**config.mk**
```make
export PLATFORM = sky130hd
export DESIGN_NAME = memory_ctl
export DESIGN_NICKNAME = d
export VERILOG_FILES = /design/src/verilog/memory_ctl_pkg.sv /design/src/verilog/memory_ctl.sv
export SDC_FILE = /design/constraint.sdc
export NUM_CORES = 1
export LEC_CHECK = 0
export BUFFER_PORTS_ARGS = -buffer_cell sky130_fd_sc_hd__buf_2
export CORE_MARGIN = 2
export CORE_UTILIZATION = 35
export DETAILED_ROUTE_END_ITERATION = 6
export MAX_ROUTING_LAYER = met4
export SKIP_CTS_REPAIR_TIMING = 1
export SLEW_MARGIN = 30
export SYNTH_ARGS = -nofsm -noshare
export SYNTH_HDL_FRONTEND = slang
export SYNTH_SLANG_ARGS = --single-unit
```
**constraint.sdc**
```tcl
create_clock -name core_clk -period 7.4 [get_ports core_clk]
set_clock_uncertainty 0.1 [all_clocks]
set_input_delay 1.48 -clock core_clk [delete_from_list [all_inputs] [get_ports core_clk]]
set_output_delay 1.48 -clock core_clk [all_outputs]
set_load 0.02 [all_outputs]
```
**src/verilog/memory_ctl_pkg.sv**
```systemverilog
package memory_ctl_pkg;

  // ------------------------------------------------------------------
  // Register offsets
  // ------------------------------------------------------------------
  localparam logic [11:0] OFS_PAGE      = 12'h034;
  localparam logic [11:0] OFS_WORDCOUNT = 12'h038;
  localparam logic [11:0] OFS_THRESHOLD = 12'h03c;
  localparam logic [11:0] OFS_SCAN_LIM  = 12'h040;
  localparam logic [11:0] OFS_SCAN_CNT  = 12'h044;
  localparam logic [11:0] OFS_LAST_BINS = 12'h048;
  localparam logic [11:0] OFS_ACQ_MODE  = 12'h100;

  // ------------------------------------------------------------------
  // Field positions, widths and reset values
  // ------------------------------------------------------------------
  localparam int          PAGE_W        = 6;
  localparam int          SIZE_BIT      = 8;
  localparam int          COUNT_W       = 27;
  localparam int          WIN_W         = 21;
  localparam logic [31:0] MODE_MASK     = 32'h70bf737d;
  localparam logic [31:0] MODE_RESET    = 32'h00000000;
  localparam logic [31:0] SCAN_LIM_RST  = 32'h00000000;
  localparam logic [5:0]  PAGE_RESET    = 6'h00;
  localparam logic [2:0]  OP_COUNTING   = 3'h0;
  localparam logic [2:0]  OP_MCS        = 3'h2;
  localparam logic [2:0]  OP_WRITE_TEST = 3'h7;
  localparam int          MB64_WORDS    = 16777216;
  localparam int          MB512_WORDS   = 134217728;
  localparam int          MARGIN_WORDS  = 512;
  localparam logic [27:0] LIMIT_64      = 28'(MB64_WORDS - MARGIN_WORDS);
  localparam logic [27:0] LIMIT_512     = 28'(MB512_WORDS - MARGIN_WORDS);
  localparam logic [1:0]  PIPE_EVENTS   = 2'h2;

  // ------------------------------------------------------------------
  // Carriers
  // ------------------------------------------------------------------
  typedef struct packed {
    logic        wr;
    logic        rd;
    logic [11:0] addr;
    logic [31:0] wdata;
  } reg_req_t;

  typedef struct packed {
    logic               rd;
    logic               wr;
    logic               block;
    logic [WIN_W+1:0]   byte_ofs;
  } mem_req_t;

  typedef struct packed {
    logic [2:0] op_mode;
    logic       out_invert;
    logic [1:0] out_mode;
    logic       in_invert;
    logic [2:0] in_mode;
    logic       scan_origin;
    logic       add_mode;
    logic       ram_mode;
    logic [1:0] arm_source;
    logic [2:0] next_event_source;
    logic [1:0] data_format;
    logic       non_clearing;
  } acq_mode_t;

endpackage

```
**src/verilog/memory_ctl.sv**
```systemverilog
`timescale 1ns/1ps
module memory_ctl (
  input  wire logic                      core_clk,
  input  wire logic                      reset_n,
  input  wire memory_ctl_pkg::reg_req_t  reg_req,
  output logic [31:0]                    reg_rdata,
  output logic                           reg_rvalid,
  input  wire memory_ctl_pkg::mem_req_t  mem_req,
  input  wire logic                      key_reset,
  input  wire logic                      key_fifo_reset,
  input  wire logic                      key_scan_start,
  input  wire logic                      histogram_scan_stop_command,
  input  wire logic                      ext_scan_start,
  input  wire logic                      strip_512mb,
  input  wire logic                      next_event_in,
  input  wire logic                      acq_wr,
  input  wire logic                      acq_event_done,
  input  wire logic [31:0]               acq_count,
  output logic                           sdram_wr_en,
  output logic [26:0]                    sdram_wr_addr,
  output logic                           sdram_rd_en,
  output logic [26:0]                    sdram_rd_addr,
  output logic                           next_event_pulse,
  output logic                           scan_start_pulse,
  output logic                           almost_full_irq,
  output logic                           threshold_irq,
  output logic                           random_access,
  output memory_ctl_pkg::acq_mode_t      acq_mode_fields
);
  import memory_ctl_pkg::*;

  typedef struct packed {
    logic [PAGE_W-1:0]  page;
    logic [31:0]        mode;
    logic [COUNT_W-1:0] threshold;
    logic [31:0]        scan_limit;
    logic [COUNT_W-1:0] word_count;
    logic [COUNT_W-1:0] wr_ptr;
    logic [COUNT_W-1:0] rd_ptr;
    logic               almost_full;
    logic [1:0]         pipe_events;
    logic [31:0]        scan_count;
    logic [31:0]        last_bins;
    logic               scan_stopped;
    logic [31:0]        rdata;
    logic               rvalid;
    logic               size_s1;
    logic               size_s2;
    logic               ext_s1;
    logic               ext_s2;
    logic               ext_d;
    logic               wr_en;
    logic [26:0]        wr_addr;
    logic               rd_en;
    logic [26:0]        rd_addr;
    logic               nev_pulse;
    logic               scan_pulse;
    logic               thr_irq;
  } state_t;

  state_t     st;
  state_t     next_st;
  acq_mode_t  mode_f;
  logic       fifo_mode;
  logic       hist_mode;
  logic [27:0] af_limit;
  logic       write_req;
  logic       write_ok;
  logic       read_req;
  logic       nev_ok;
  logic       start_req;
  logic       start_ok;
  logic       mem_clear;
  logic [COUNT_W-1:0] count_after;

  // ------------------------------------------------------------------
  // Mode decode
  // ------------------------------------------------------------------
  always_comb begin
    mode_f.op_mode           = st.mode[30:28];
    mode_f.out_invert        = st.mode[23];
    mode_f.out_mode          = st.mode[21:20];
    mode_f.in_invert         = st.mode[19];
    mode_f.in_mode           = st.mode[18:16];
    mode_f.scan_origin       = st.mode[14];
    mode_f.add_mode          = st.mode[13];
    mode_f.ram_mode          = st.mode[12];
    mode_f.arm_source        = st.mode[9:8];
    mode_f.next_event_source = st.mode[6:4];
    mode_f.data_format       = st.mode[3:2];
    mode_f.non_clearing      = st.mode[0];
  end

  assign fifo_mode = !(mode_f.add_mode || mode_f.ram_mode);
  assign hist_mode = mode_f.add_mode && (mode_f.op_mode == OP_MCS);
  assign af_limit  = st.size_s2 ? LIMIT_512 : LIMIT_64;
  assign mem_clear = key_reset || key_fifo_reset;

  // ------------------------------------------------------------------
  // Memory write and read qualification
  // ------------------------------------------------------------------
  always_comb begin
    write_req = 1'b0;
    unique case (mode_f.op_mode)
      OP_MCS:        write_req = acq_wr;
      OP_WRITE_TEST: write_req = mem_req.wr;
      default:       write_req = 1'b0;
    endcase
    // Data of events already past the gate may still land in memory.
    write_ok  = write_req && (!st.almost_full || st.pipe_events != 2'h0);
    read_req  = mem_req.rd;
    nev_ok    = next_event_in && !st.almost_full;
    start_req = mode_f.scan_origin ? (st.ext_s2 && !st.ext_d) : key_scan_start;
    start_ok  = start_req && hist_mode && !st.scan_stopped
                && (st.scan_limit == 32'h0 || st.scan_count < st.scan_limit);
  end

  // ------------------------------------------------------------------
  // Next state
  // ------------------------------------------------------------------
  always_comb begin
    next_st = st;
    next_st.size_s1    = strip_512mb;
    next_st.size_s2    = st.size_s1;
    next_st.ext_s1     = ext_scan_start;
    next_st.ext_s2     = st.ext_s1;
    next_st.ext_d      = st.ext_s2;
    next_st.rvalid     = reg_req.rd;
    next_st.nev_pulse  = nev_ok;
    next_st.scan_pulse = start_ok;
    next_st.wr_en      = write_ok;
    next_st.rd_en      = read_req;

    // Register reads.
    next_st.rdata = 32'h0;
    if (reg_req.rd) begin
      unique case (reg_req.addr)
        OFS_PAGE: begin
          next_st.rdata[PAGE_W-1:0] = st.page;
          next_st.rdata[SIZE_BIT]   = st.size_s2;
        end
        OFS_WORDCOUNT: next_st.rdata[COUNT_W-1:0] = st.word_count;
        OFS_THRESHOLD: next_st.rdata[COUNT_W-1:0] = st.threshold;
        OFS_SCAN_LIM:  next_st.rdata = st.scan_limit;
        OFS_SCAN_CNT:  next_st.rdata = st.scan_count;
        OFS_LAST_BINS: next_st.rdata = st.last_bins;
        OFS_ACQ_MODE:  next_st.rdata = st.mode;
        default:       next_st.rdata = 32'h0;
      endcase
    end

    // Register writes.
    if (reg_req.wr) begin
      unique case (reg_req.addr)
        OFS_PAGE:      next_st.page = reg_req.wdata[PAGE_W-1:0];
        OFS_THRESHOLD: next_st.threshold = reg_req.wdata[COUNT_W-1:0];
        OFS_SCAN_LIM:  next_st.scan_limit = reg_req.wdata;
        OFS_ACQ_MODE:  next_st.mode = reg_req.wdata & MODE_MASK;
        default:       next_st.mode = st.mode;
      endcase
    end

    // Read address: internal pointer in FIFO mode, page plus bus address otherwise.
    if (fifo_mode) begin
      next_st.rd_addr = st.rd_ptr;
    end else begin
      next_st.rd_addr = {st.page, mem_req.byte_ofs[WIN_W+1:2]};
    end
    if (read_req) begin
      if (fifo_mode) begin
        next_st.rd_ptr = st.rd_ptr + 27'h1;
      end
      // A block read outside FIFO mode leaving the last word of a window moves to the next window.
      if (mem_req.block && !fifo_mode && (&mem_req.byte_ofs[WIN_W+1:2])) begin
        next_st.page = st.page + 6'h1;
      end
    end

    // Writes advance the write pointer in every memory mode.
    next_st.wr_addr = st.wr_ptr;
    if (write_ok) begin
      next_st.wr_ptr = st.wr_ptr + 27'h1;
    end

    // Fill level.
    count_after = st.word_count;
    if (write_ok && !read_req) begin
      count_after = st.word_count + 27'h1;
    end else if (read_req && !write_ok && st.word_count != 27'h0) begin
      count_after = st.word_count - 27'h1;
    end
    next_st.word_count = count_after;
    next_st.thr_irq    = count_after > st.threshold;

    // Events in flight that may still store data after almost-full.
    if (nev_ok && !acq_event_done && st.pipe_events != PIPE_EVENTS) begin
      next_st.pipe_events = st.pipe_events + 2'h1;
    end else if (acq_event_done && !nev_ok && st.pipe_events != 2'h0) begin
      next_st.pipe_events = st.pipe_events - 2'h1;
    end

    // Almost-full stays set until the memory key reset.
    if (fifo_mode && {1'b0, count_after} >= af_limit) begin
      next_st.almost_full = 1'b1;
    end

    // Histogram scan bookkeeping.
    if (start_ok) begin
      next_st.scan_count = st.scan_count + 32'h1;
      next_st.last_bins  = acq_count;
    end
    if (histogram_scan_stop_command) begin
      next_st.scan_stopped = 1'b1;
    end

    // Key resets.
    if (mem_clear) begin
      next_st.word_count  = '0;
      next_st.wr_ptr      = '0;
      next_st.rd_ptr      = '0;
      next_st.almost_full = 1'b0;
      next_st.pipe_events = 2'h0;
      next_st.thr_irq     = 1'b0;
    end
    if (key_reset) begin
      next_st.page         = PAGE_RESET;
      next_st.mode         = MODE_RESET;
      next_st.scan_limit   = SCAN_LIM_RST;
      next_st.scan_count   = 32'h0;
      next_st.last_bins    = 32'h0;
      next_st.scan_stopped = 1'b0;
    end
  end

  // ------------------------------------------------------------------
  // State register
  // ------------------------------------------------------------------
  always_ff @(posedge core_clk) begin
    if (!reset_n) begin
      st            <= '0;
      st.page       <= PAGE_RESET;
      st.mode       <= MODE_RESET;
      st.scan_limit <= SCAN_LIM_RST;
    end else begin
      st <= next_st;
    end
  end

  // ------------------------------------------------------------------
  // Outputs
  // ------------------------------------------------------------------
  assign reg_rdata        = st.rdata;
  assign reg_rvalid       = st.rvalid;
  assign sdram_wr_en      = st.wr_en;
  assign sdram_wr_addr    = st.wr_addr;
  assign sdram_rd_en      = st.rd_en;
  assign sdram_rd_addr    = st.rd_addr;
  assign next_event_pulse = st.nev_pulse;
  assign scan_start_pulse = st.scan_pulse;
  assign almost_full_irq  = st.almost_full;
  assign threshold_irq    = st.thr_irq;
  assign random_access    = !fifo_mode;
  assign acq_mode_fields  = mode_f;

endmodule

```
# After elaboration in Yosys (flattened, before gate mapping)
# Index checks and enable logic that the tools add are counted.
totals:
  reg_bits: 332
  latch_bits: 0
  ramBits: 0
  romBits: 0
  input_bits: 115
  out_inout_bits: 115
  wordCells: 110
  memories: 0
op_classes:
  addsub: 8
  multipliers: 0
  n_div: 0
  n_lt_le_gt_ge: 3
  n_eq_ne: 10
  shift: 0
  mux: 20
  n_bitwise: 2
  reduce_logical: 41
op_table:
  columns: ["cell", "n"]
  rows:
  - ["27-bit 2-to-1 mux", 5]
  - ["18-bit one-hot mux with 6 select lines", 1]
  - ["97-bit 2-to-1 mux", 1]
  - ["27-bit by 1-bit adder with 27-bit output (second input constant)", 3]
  - ["6-bit one-hot mux with 7 select lines", 1]
  - ["12-bit by 6-bit == test with 1-bit output (second input constant)", 3]
  - ["12-bit by 7-bit == test with 1-bit output (second input constant)", 3]
  - ["32-bit by 1-bit adder with 32-bit output (second input constant)", 1]
  - ["32-bit zero test", 1]
  - ["32-bit less-than comparator", 1]
  - ["32-bit 2-to-1 mux", 1]
  - ["31-bit 2-to-1 mux", 1]
  - ["27-bit greater-or-equal comparator", 1]
  - ["27-bit > comparator", 1]
  - ["27-bit nonzero test", 1]
  - ["27-bit by 1-bit subtractor with 27-bit output (second input constant)", 1]
  - ["21-bit AND reduction", 1]
  - ["5-bit one-hot mux with 4 select lines", 1]
  - ["6-bit 2-to-1 mux", 3]
  - ["1-bit logical AND", 17]
  - ["12-bit by 9-bit == test with 1-bit output (second input constant)", 1]
  - ["2-bit one-hot mux with 6 select lines", 1]
  - ["2-bit AND reduction", 5]
  - ["1-bit zero test", 8]
  - ["other kinds (14)", 21]

# Logic depth before layout (Yosys ltp)
# Gate-level depths: netlist of run 1.
depth:
  depth_word: 10
  mapped_depth: 17
  ltp_nobuf: 17

# Least setup slack after synthesis of run 1
# Ideal clock, no wire load.
synth_timing:
  path_type: "input port to flip-flop"
  startpoint: "in acq_wr"
  endpoint: "reg st (netlist bit threshold_irq)"
  setup_ns: 0.126
  arrival_time_ns: 4.595
  required_ns: 7.174
  path_slack_ns: 2.579
  path_stages: 14
  n_path_buf: 1
  cell_sequence: "or3b_2 > a211oi_2 > clkbuf_1 > a211oi_1 > a211oi_1 > ha_1 > nor2b_1 > o21ai_0 > nand2b_1 > a21oi_1 > o21ai_0 > maj3_2 > a2111oi_2 > a21oi_1"
synth_via:
  elab_chain_len: 8
  elab_cells_between_ends: 9
  classes_between: "order compare: 1; mux: 3; reduce/logical: 5"
synth_rtl:
  columns: ["item", "line", "source"]
  rows:
  - ["from (decl)", "memory_ctl.sv:16", "input wire logic acq_wr,"]
  - ["1-bit one-hot mux with 2 select lines (*)", "memory_ctl.sv:104", "unique case (mode_f.op_mode)"]
  - ["1-bit logical AND (*)", "memory_ctl.sv:110", "write_ok = write_req && (!st.almost_full || st.pipe_events != 2'h0);"]
  - ["1-bit zero test", "memory_ctl.sv:189", "end else if (read_req && !write_ok && st.word_count != 27'h0) begin"]
  - ["1-bit logical AND (2 in series)", "memory_ctl.sv:189", null]
  - ["27-bit 2-to-1 mux", "memory_ctl.sv:189", null]
  - ["27-bit 2-to-1 mux (*)", "memory_ctl.sv:187", "if (write_ok && !read_req) begin"]
  - ["named net count_after[1]", "memory_ctl.sv:74", "logic [COUNT_W-1:0] count_after;"]
  - ["27-bit > comparator (*)", "memory_ctl.sv:193", "next_st.thr_irq = count_after > st.threshold;"]
  - ["to (signal assigned)", "memory_ctl.sv:245", "st <= next_st;"]
  - ["to (decl)", "memory_ctl.sv:61", "state_t st;"]
# The timed path passes the listed nets; every way through them passes the cells marked *.
# A chain may end at the register's enable or synchronous reset.

# Final worst setup path of run 1
layout_timing:
  startpoint: "in mem_req[25] (netlist bit)"
  endpoint: "reg st (netlist bit threshold_irq)"
layout_via:
  elab_chain_len: 5
  elab_cells_between_ends: 7
  classes_between: "order compare: 1; mux: 2; reduce/logical: 4"
layout_rtl:
  columns: ["item", "line", "source"]
  rows:
  - ["from (decl)", "memory_ctl.sv:8", "input wire memory_ctl_pkg::mem_req_t mem_req,"]
  - ["1-bit logical AND (2 in series)", "memory_ctl.sv:189", null]
  - ["27-bit 2-to-1 mux", "memory_ctl.sv:189", null]
  - ["27-bit 2-to-1 mux (*)", "memory_ctl.sv:187", null]
  - ["named net count_after[21]", "memory_ctl.sv:74", null]
  - ["27-bit > comparator (*)", "memory_ctl.sv:193", null]
# Marks and branches as above.

==> impl_metrics.env, run 1 <==
export IMPL_run_status="completed"
export IMPL_synth_top_family_by_area="simple AND/OR/NAND/NOR gates"
export IMPL_end_kind="flip-flop"
export IMPL_vias=14941
export IMPL_drt_iter0_drc=1205
export IMPL_grt_overflow_total=0
export IMPL_yosysTopAreaCell="dfxtp_1"
export IMPL_p_switching_w=0.00310
export IMPL_period_needed_ps=4880
export IMPL_synth_async_reset_ratio_pct=0
export IMPL_synth_commonest_cells="332 x dfxtp_1, 307 x nand2_1, 163 x a21oi_1"
export IMPL_grt_pass1_vias=13971
export IMPL_fin_setup_tns_ps=0
export IMPL_portBuffers=227
export IMPL_power_density_nw_per_um2=413
export IMPL_drive_gt1_share_pct=15.9
export IMPL_path_clk_slew_ps=60
export IMPL_dp_hpwl_um=38200
export IMPL_die_h_um=223
export IMPL_setup_ws_ps=2520
export IMPL_final_antenna_net_count=0
export IMPL_timing_reg2reg_setup_slack_ps=2900
export IMPL_whs_path_depth=1
export IMPL_synth_mux_area_share_pct=1.38
export IMPL_syn_area_um2=16800
export IMPL_critPathKind="in -> reg"
export IMPL_wl_per_cell_um=19.2
export IMPL_synthSimpleGateAreaFrac_pct=22.3
export IMPL_clock_path_buffers=3
export IMPL_synth_area_leaders="dfxtp_1 40%, nand2_1 6.9%, ha_1 5.0%, a21oi_1 4.9%, buf_4 4.8%"
export IMPL_drv_cap=0
export IMPL_wl_um=52900
export IMPL_reg2reg_depth=14
export IMPL_pwr_share_clk_pct=24.4
export IMPL_synth_compound_area_share_pct=18.7
export IMPL_start_util_pct=35.3
export IMPL_root_buffer="clkbuf_16"
export IMPL_total_power_w=0.00780
export IMPL_synth_ff_type="dfxtp_1"
export IMPL_pre_cts_ws_ps=2050
export IMPL_finalNonFillerCells=2758
export IMPL_ios=230
export IMPL_layout_nets=2289
export IMPL_internal_power_w=0.00470
export IMPL_cts_sinks=332
export IMPL_synth_xor_xnor_area_share_pct=3.34
export IMPL_synth_top_area_share_pct=39.6
export IMPL_startpoint_type="primary input"
export IMPL_setup_viol=0
export IMPL_core_area_um2=47500
export IMPL_yosysSeqAreaShare_pct=39.6
export IMPL_p_leak_nw=6.91
export IMPL_cp_max_fo=9
export IMPL_synth_fa_ha_area_share_pct=5.07
export IMPL_maxSlewHeadroom_pct=30.0
export IMPL_combPwrFrac_pct=50.1
export IMPL_insertion_delay_ps=560
export IMPL_regArea_um2=6650
export IMPL_via_per_inst=5.42
export IMPL_grt_usage_pct=21.4
export IMPL_synth_warning_count=0
export IMPL_vdd_drop_max_mv=0.293
export IMPL_grt_pass1_wl_um=81200
export IMPL_synth_most_common_cell="dfxtp_1"
export IMPL_timing_worst_slew_pin_value_ps=1050
export IMPL_holdCritPathClass="reg -> reg"
export IMPL_rows=80
export IMPL_timing_hold_ws_ps=333
export IMPL_gp_congestion=0.934
export IMPL_htreeDepth=2
export IMPL_multi_input_comb_area_um2=8610
export IMPL_syn2layout_area_growth_pct=12.8
export IMPL_antenna_found_initial=9
export IMPL_synth_nets=2231
export IMPL_grt_max_degree=94
export IMPL_synth_edf_count=0
export IMPL_fmax_ghz=0.205
export IMPL_seqPwrFrac_pct=25.5
export IMPL_drc=0
export IMPL_ys_ff_latch=332
export IMPL_synthCells=2049
export IMPL_grt_setup_unrepaired="false"
export IMPL_crit_required_ps=7700
export IMPL_first_pass_iters=6
export IMPL_dpl_cell_count=2682
export IMPL_die_area_um2=49700
export IMPL_cts_tree="done"
export IMPL_netlist_cell_type_count=73
export IMPL_final_hold_viol_count=0
export IMPL_cts_made_buffers=38
export IMPL_switching_share_pct=39.8
export IMPL_avgSynthCellArea_um2=8.18
export IMPL_slew_viol_final=0
export IMPL_die_x_um=223
export IMPL_crit_arrival_ps=5180
export IMPL_fillers=4816
export IMPL_post_route_period_util_pct=65.9
-- kinds of logic after synthesis --
family / Yosys count
DFF: 332
and+or+nand+nor: 766
adders and majority gates: 68
xor gates and xnor gates: 64
muxes: 23
AOI/OAI and AO/OA: 480
buffers and inverters: 316
-- path summary, 6_finish.rpt --
check,startpoint,endpoint
min reg2reg,next_st[62],st[62]
max,mem_req[25],threshold_irq
max reg2reg,st[221],threshold_irq
min,next_st[62],st[62]
-- stage by stage --
stage / instance area, um^2 / util (%)
floorplan: 16800 / -
global placement: 17600 / 37.1
detailed placement: 17600 / 37.1
CTS: 18900 / 39.7
global route: 18900 / 39.8
finish: 18900 / 39.8
-- sequential cells by signal, indices dropped and copies added (netlist names) --
name	flops
acq_mode_fields	21
almost_full_irq	1
next_event_pulse	1
next_st	30
reg_rdata	32
reg_rvalid	1
scan_start_pulse	1
sdram_rd_addr	27
sdram_rd_en	1
sdram_wr_addr	27
sdram_wr_en	1
st	188
threshold_irq	1
-- layout by cell type, fill, tap and decap left out, types with 45 or more instances in the layout --
cell type	synthesis	layout
a21oi_1	163	163
buf_2	4	228
nor2_1	99	95
a22oi_1	67	67
inv_1	85	85
o21ai_0	74	74
ha_1	67	67
nand3_1	77	77
dfxtp_1	332	332
nand2_1	307	306
nand4_1	45	45
a21boi_0	57	57
-- cell type report --
type	instances	area share [%]
tap	615	4.07
timing repair buffer	249	6.87
clock buffer	57	5.99
multi-input combinational	1401	45.5
inverter	85	1.69
clock inverter	10	0.648
antenna	9	0.119
sequential	332	35.1
-- power groups by stage --
| stage | Sequential [W] | Clock, W | Combinational [W] |
|---|---|---|---|
| floorplan | 0.00193 | 0 | 0.00300 |
| detailed placement | 0.00203 | 0 | 0.00385 |
| CTS | 0.00199 | 0.00196 | 0.00389 |
| finish | 0.00199 | 0.00191 | 0.00391 |
| global route | 0.00200 | 0.00204 | 0.00439 |
| global placement | 0.00203 | 0 | 0.00382 |
-- metal layers --
metal  track usage, %  vias up  wire [um]
met1             27.8     7114      23400
met3             5.25       98       4150
li1                 -     7215          -
met5                -        -          0
met2             32.5      514      23700
met4             7.60        0       1700
-- critical path, stage by stage --
cell       delay (ps)
buf_2             260
or4b_2            610
nor3_1            290
o311a_1           420
a31oi_1           220
nor2_1            170
xor2_1            290
ha_1              310
a21o_1            160
a21oi_1           130
nor2b_1            60
o21ai_0           150
a21oi_1           160
a2111oi_2         320
a21oi_1           150
No activity file was read; power rests on OpenSTA's default activity.
==> inputs of run 2 (changes only) <==
- clock period: 7.4 -> 4.8 ns (I/O delays scaled with it)
==> run 2 against run 1 <==
  * Wire length grew 1.3%
  * First-iteration DRC count shrank 12%
  * Register-to-register slack lost 2500 ps
  * Clock power grew 52%
  * Critical endpoint unchanged
  * Largest power group unchanged
  * Highest routed layer unchanged
==> impl_metrics.env, run 2 (synthesis gave the netlist of run 1 again) <==
export IMPL_p_leak_nw=7.03
export IMPL_path_cells="nor4_1 -> nand4_1 -> or3_1 -> and3_1 -> a211oi_1 -> a211oi_2 -> ha_1 -> nor2b_1 -> o21ai_0 -> nand2b_1 -> a21oi_1 -> o21ai_0 -> maj3_2 -> a2111oi_2 -> a21oi_1"
export IMPL_rows=80
export IMPL_startpoint_type="flip-flop"
export IMPL_met1_length_um=24200
export IMPL_maxSlewHeadroom_pct=41.2
export IMPL_grt_max_degree=92
export IMPL_final_antenna_net_count=0
export IMPL_rr_endpoint="threshold_irq"
export IMPL_final_hold_viol_count=0
export IMPL_crit_arrival_ps=4760
export IMPL_gp_congestion=0.943
export IMPL_critPathKind="reg -> reg"
export IMPL_critPathTopFamily="simple AND/OR/NAND/NOR gates"
export IMPL_cp_max_fo=9
export IMPL_layout_commonest_cell="dfxtp_1"
export IMPL_crit_start="st[237]"
export IMPL_vias=15190
export IMPL_cpMaxStageDelayCell="nor4_1"
export IMPL_setup_viol=0
export IMPL_drt_iter0_drc=1064
export IMPL_post_route_period_util_pct=92.3
export IMPL_first_pass_iters=7
export IMPL_fillers=4787
export IMPL_cts_sinks=332
export IMPL_whs_path_depth=1
export IMPL_vdd_drop_max_mv=0.517
export IMPL_run_status="completed"
export IMPL_grt_pass1_vias=14579
export IMPL_timing_worst_slew_pin_value_ps=882
export IMPL_crit_required_ps=5130
export IMPL_wl_per_cell_um=19.3
export IMPL_grt_usage_pct=21.9
export IMPL_cp_buffers_inverters=0
export IMPL_insertion_delay_ps=560
export IMPL_largest_register="st"
export IMPL_hold_end="st[62]"
export IMPL_fmax_ghz=0.226
export IMPL_root_buffer="clkbuf_16"
export IMPL_start_util_pct=35.3
export IMPL_route_met2_wl_um=23700
export IMPL_cts_made_buffers=39
export IMPL_path_clk_slew_ps=60
export IMPL_hold_start="next_st[62]"
export IMPL_grt_setup_unrepaired="false"
export IMPL_fin_setup_tns_ps=0
export IMPL_holdCritPathClass="reg -> reg"
export IMPL_end_kind="flip-flop"
export IMPL_drive_gt1_share_pct=16.9
export IMPL_reg2reg_depth=15
export IMPL_grt_pass1_wl_um=83100
export IMPL_total_power_w=0.0124
export IMPL_layout_nets=2318
export IMPL_dp_hpwl_um=39900
export IMPL_die_x_um=223
export IMPL_largest_reg_flops=188
export IMPL_period_needed_ps=4430
export IMPL_reg2reg_from="st[237]"
export IMPL_drc=0
export IMPL_slew_viol_final=0
export IMPL_htreeDepth=2
export IMPL_crit_cells=15
export IMPL_timing_reg2reg_setup_slack_ps=370
export IMPL_final_cell_mix="332 x dfxtp_1, 307 x nand2_1, 227 x buf_2"
export IMPL_cts_tree="done"
export IMPL_wl_met3_um=3700
export IMPL_via_per_inst=5.46
export IMPL_highest_layer="met4"
export IMPL_die_area_um2=49700
export IMPL_core_area_um2=47500
export IMPL_wl_um=53600
export IMPL_die_h_um=223
export IMPL_grt_overflow_total=0
export IMPL_clock_path_buffers=3
export IMPL_ios=230
export IMPL_drv_cap=0
export IMPL_power_density_nw_per_um2=649
export IMPL_antenna_found_initial=3
export IMPL_cp_slowest_stage_delay_ps=650
export IMPL_portBuffers=227
export IMPL_syn2layout_area_growth_pct=13.9
[run 2: final cells by class]
cell class	instances	area (um^2)	area share [%]
Antenna cell	4	10.0	0.0524
Clock buffer	53	1090	5.70
Clock inverter	14	136	0.714
Inverter	85	319	1.67
Multi-Input combinational cell	1401	8600	45.0
Sequential cell	332	6650	34.8
Tap cell	615	769	4.03
Timing Repair Buffer	277	1540	8.04
[run 2: where the power goes]
| group | internal (W) | switching, W |
|---|---|---|
| Combinational | 0.00295 | 0.00349 |
| Sequential | 0.00285 | 0.000209 |
| Clock | 0.00170 | 0.00121 |
| Total | 0.00750 | 0.00491 |
[run 2: metrics by stage]
step	worst slack, ps	utilization, %	hold slack [ps]	std cells	instance area [um^2]
2_1_floorplan	499	-	312	2049	16800
4_1_cts	350	40.2	335	2777	19100
5_1_grt	62.8	40.2	342	2780	19100
3_5_place_dp	167	37.6	321	2710	17900
3_3_place_gp	200	37.6	327	2710	17900
6_report	370	40.2	331	2781	19100
[run 2: worst max path at each step]
stage and to:
3_5_place_dp threshold_irq, 5_1_grt threshold_irq, 6_report threshold_irq, 3_3_place_gp threshold_irq, 4_1_cts threshold_irq, 2_1_floorplan threshold_irq
[run 2: layer usage]
layer	vias up	GRT usage, %
li1	7245	-
met1	7321	27.9
met2	519	33.8
met3	105	4.71
met4	0	8.66
met5	-	-
[run 2: worst register-to-register path: stages (launching register included)]
cell,delay (ps)
dfxtp_1,400
nor4_1,650
nand4_1,300
or3_1,440
and3_1,280
a211oi_1,320
a211oi_2,100
ha_1,300
nor2b_1,130
o21ai_0,130
nand2b_1,80
a21oi_1,140
o21ai_0,110
maj3_2,340
a2111oi_2,370
a21oi_1,120
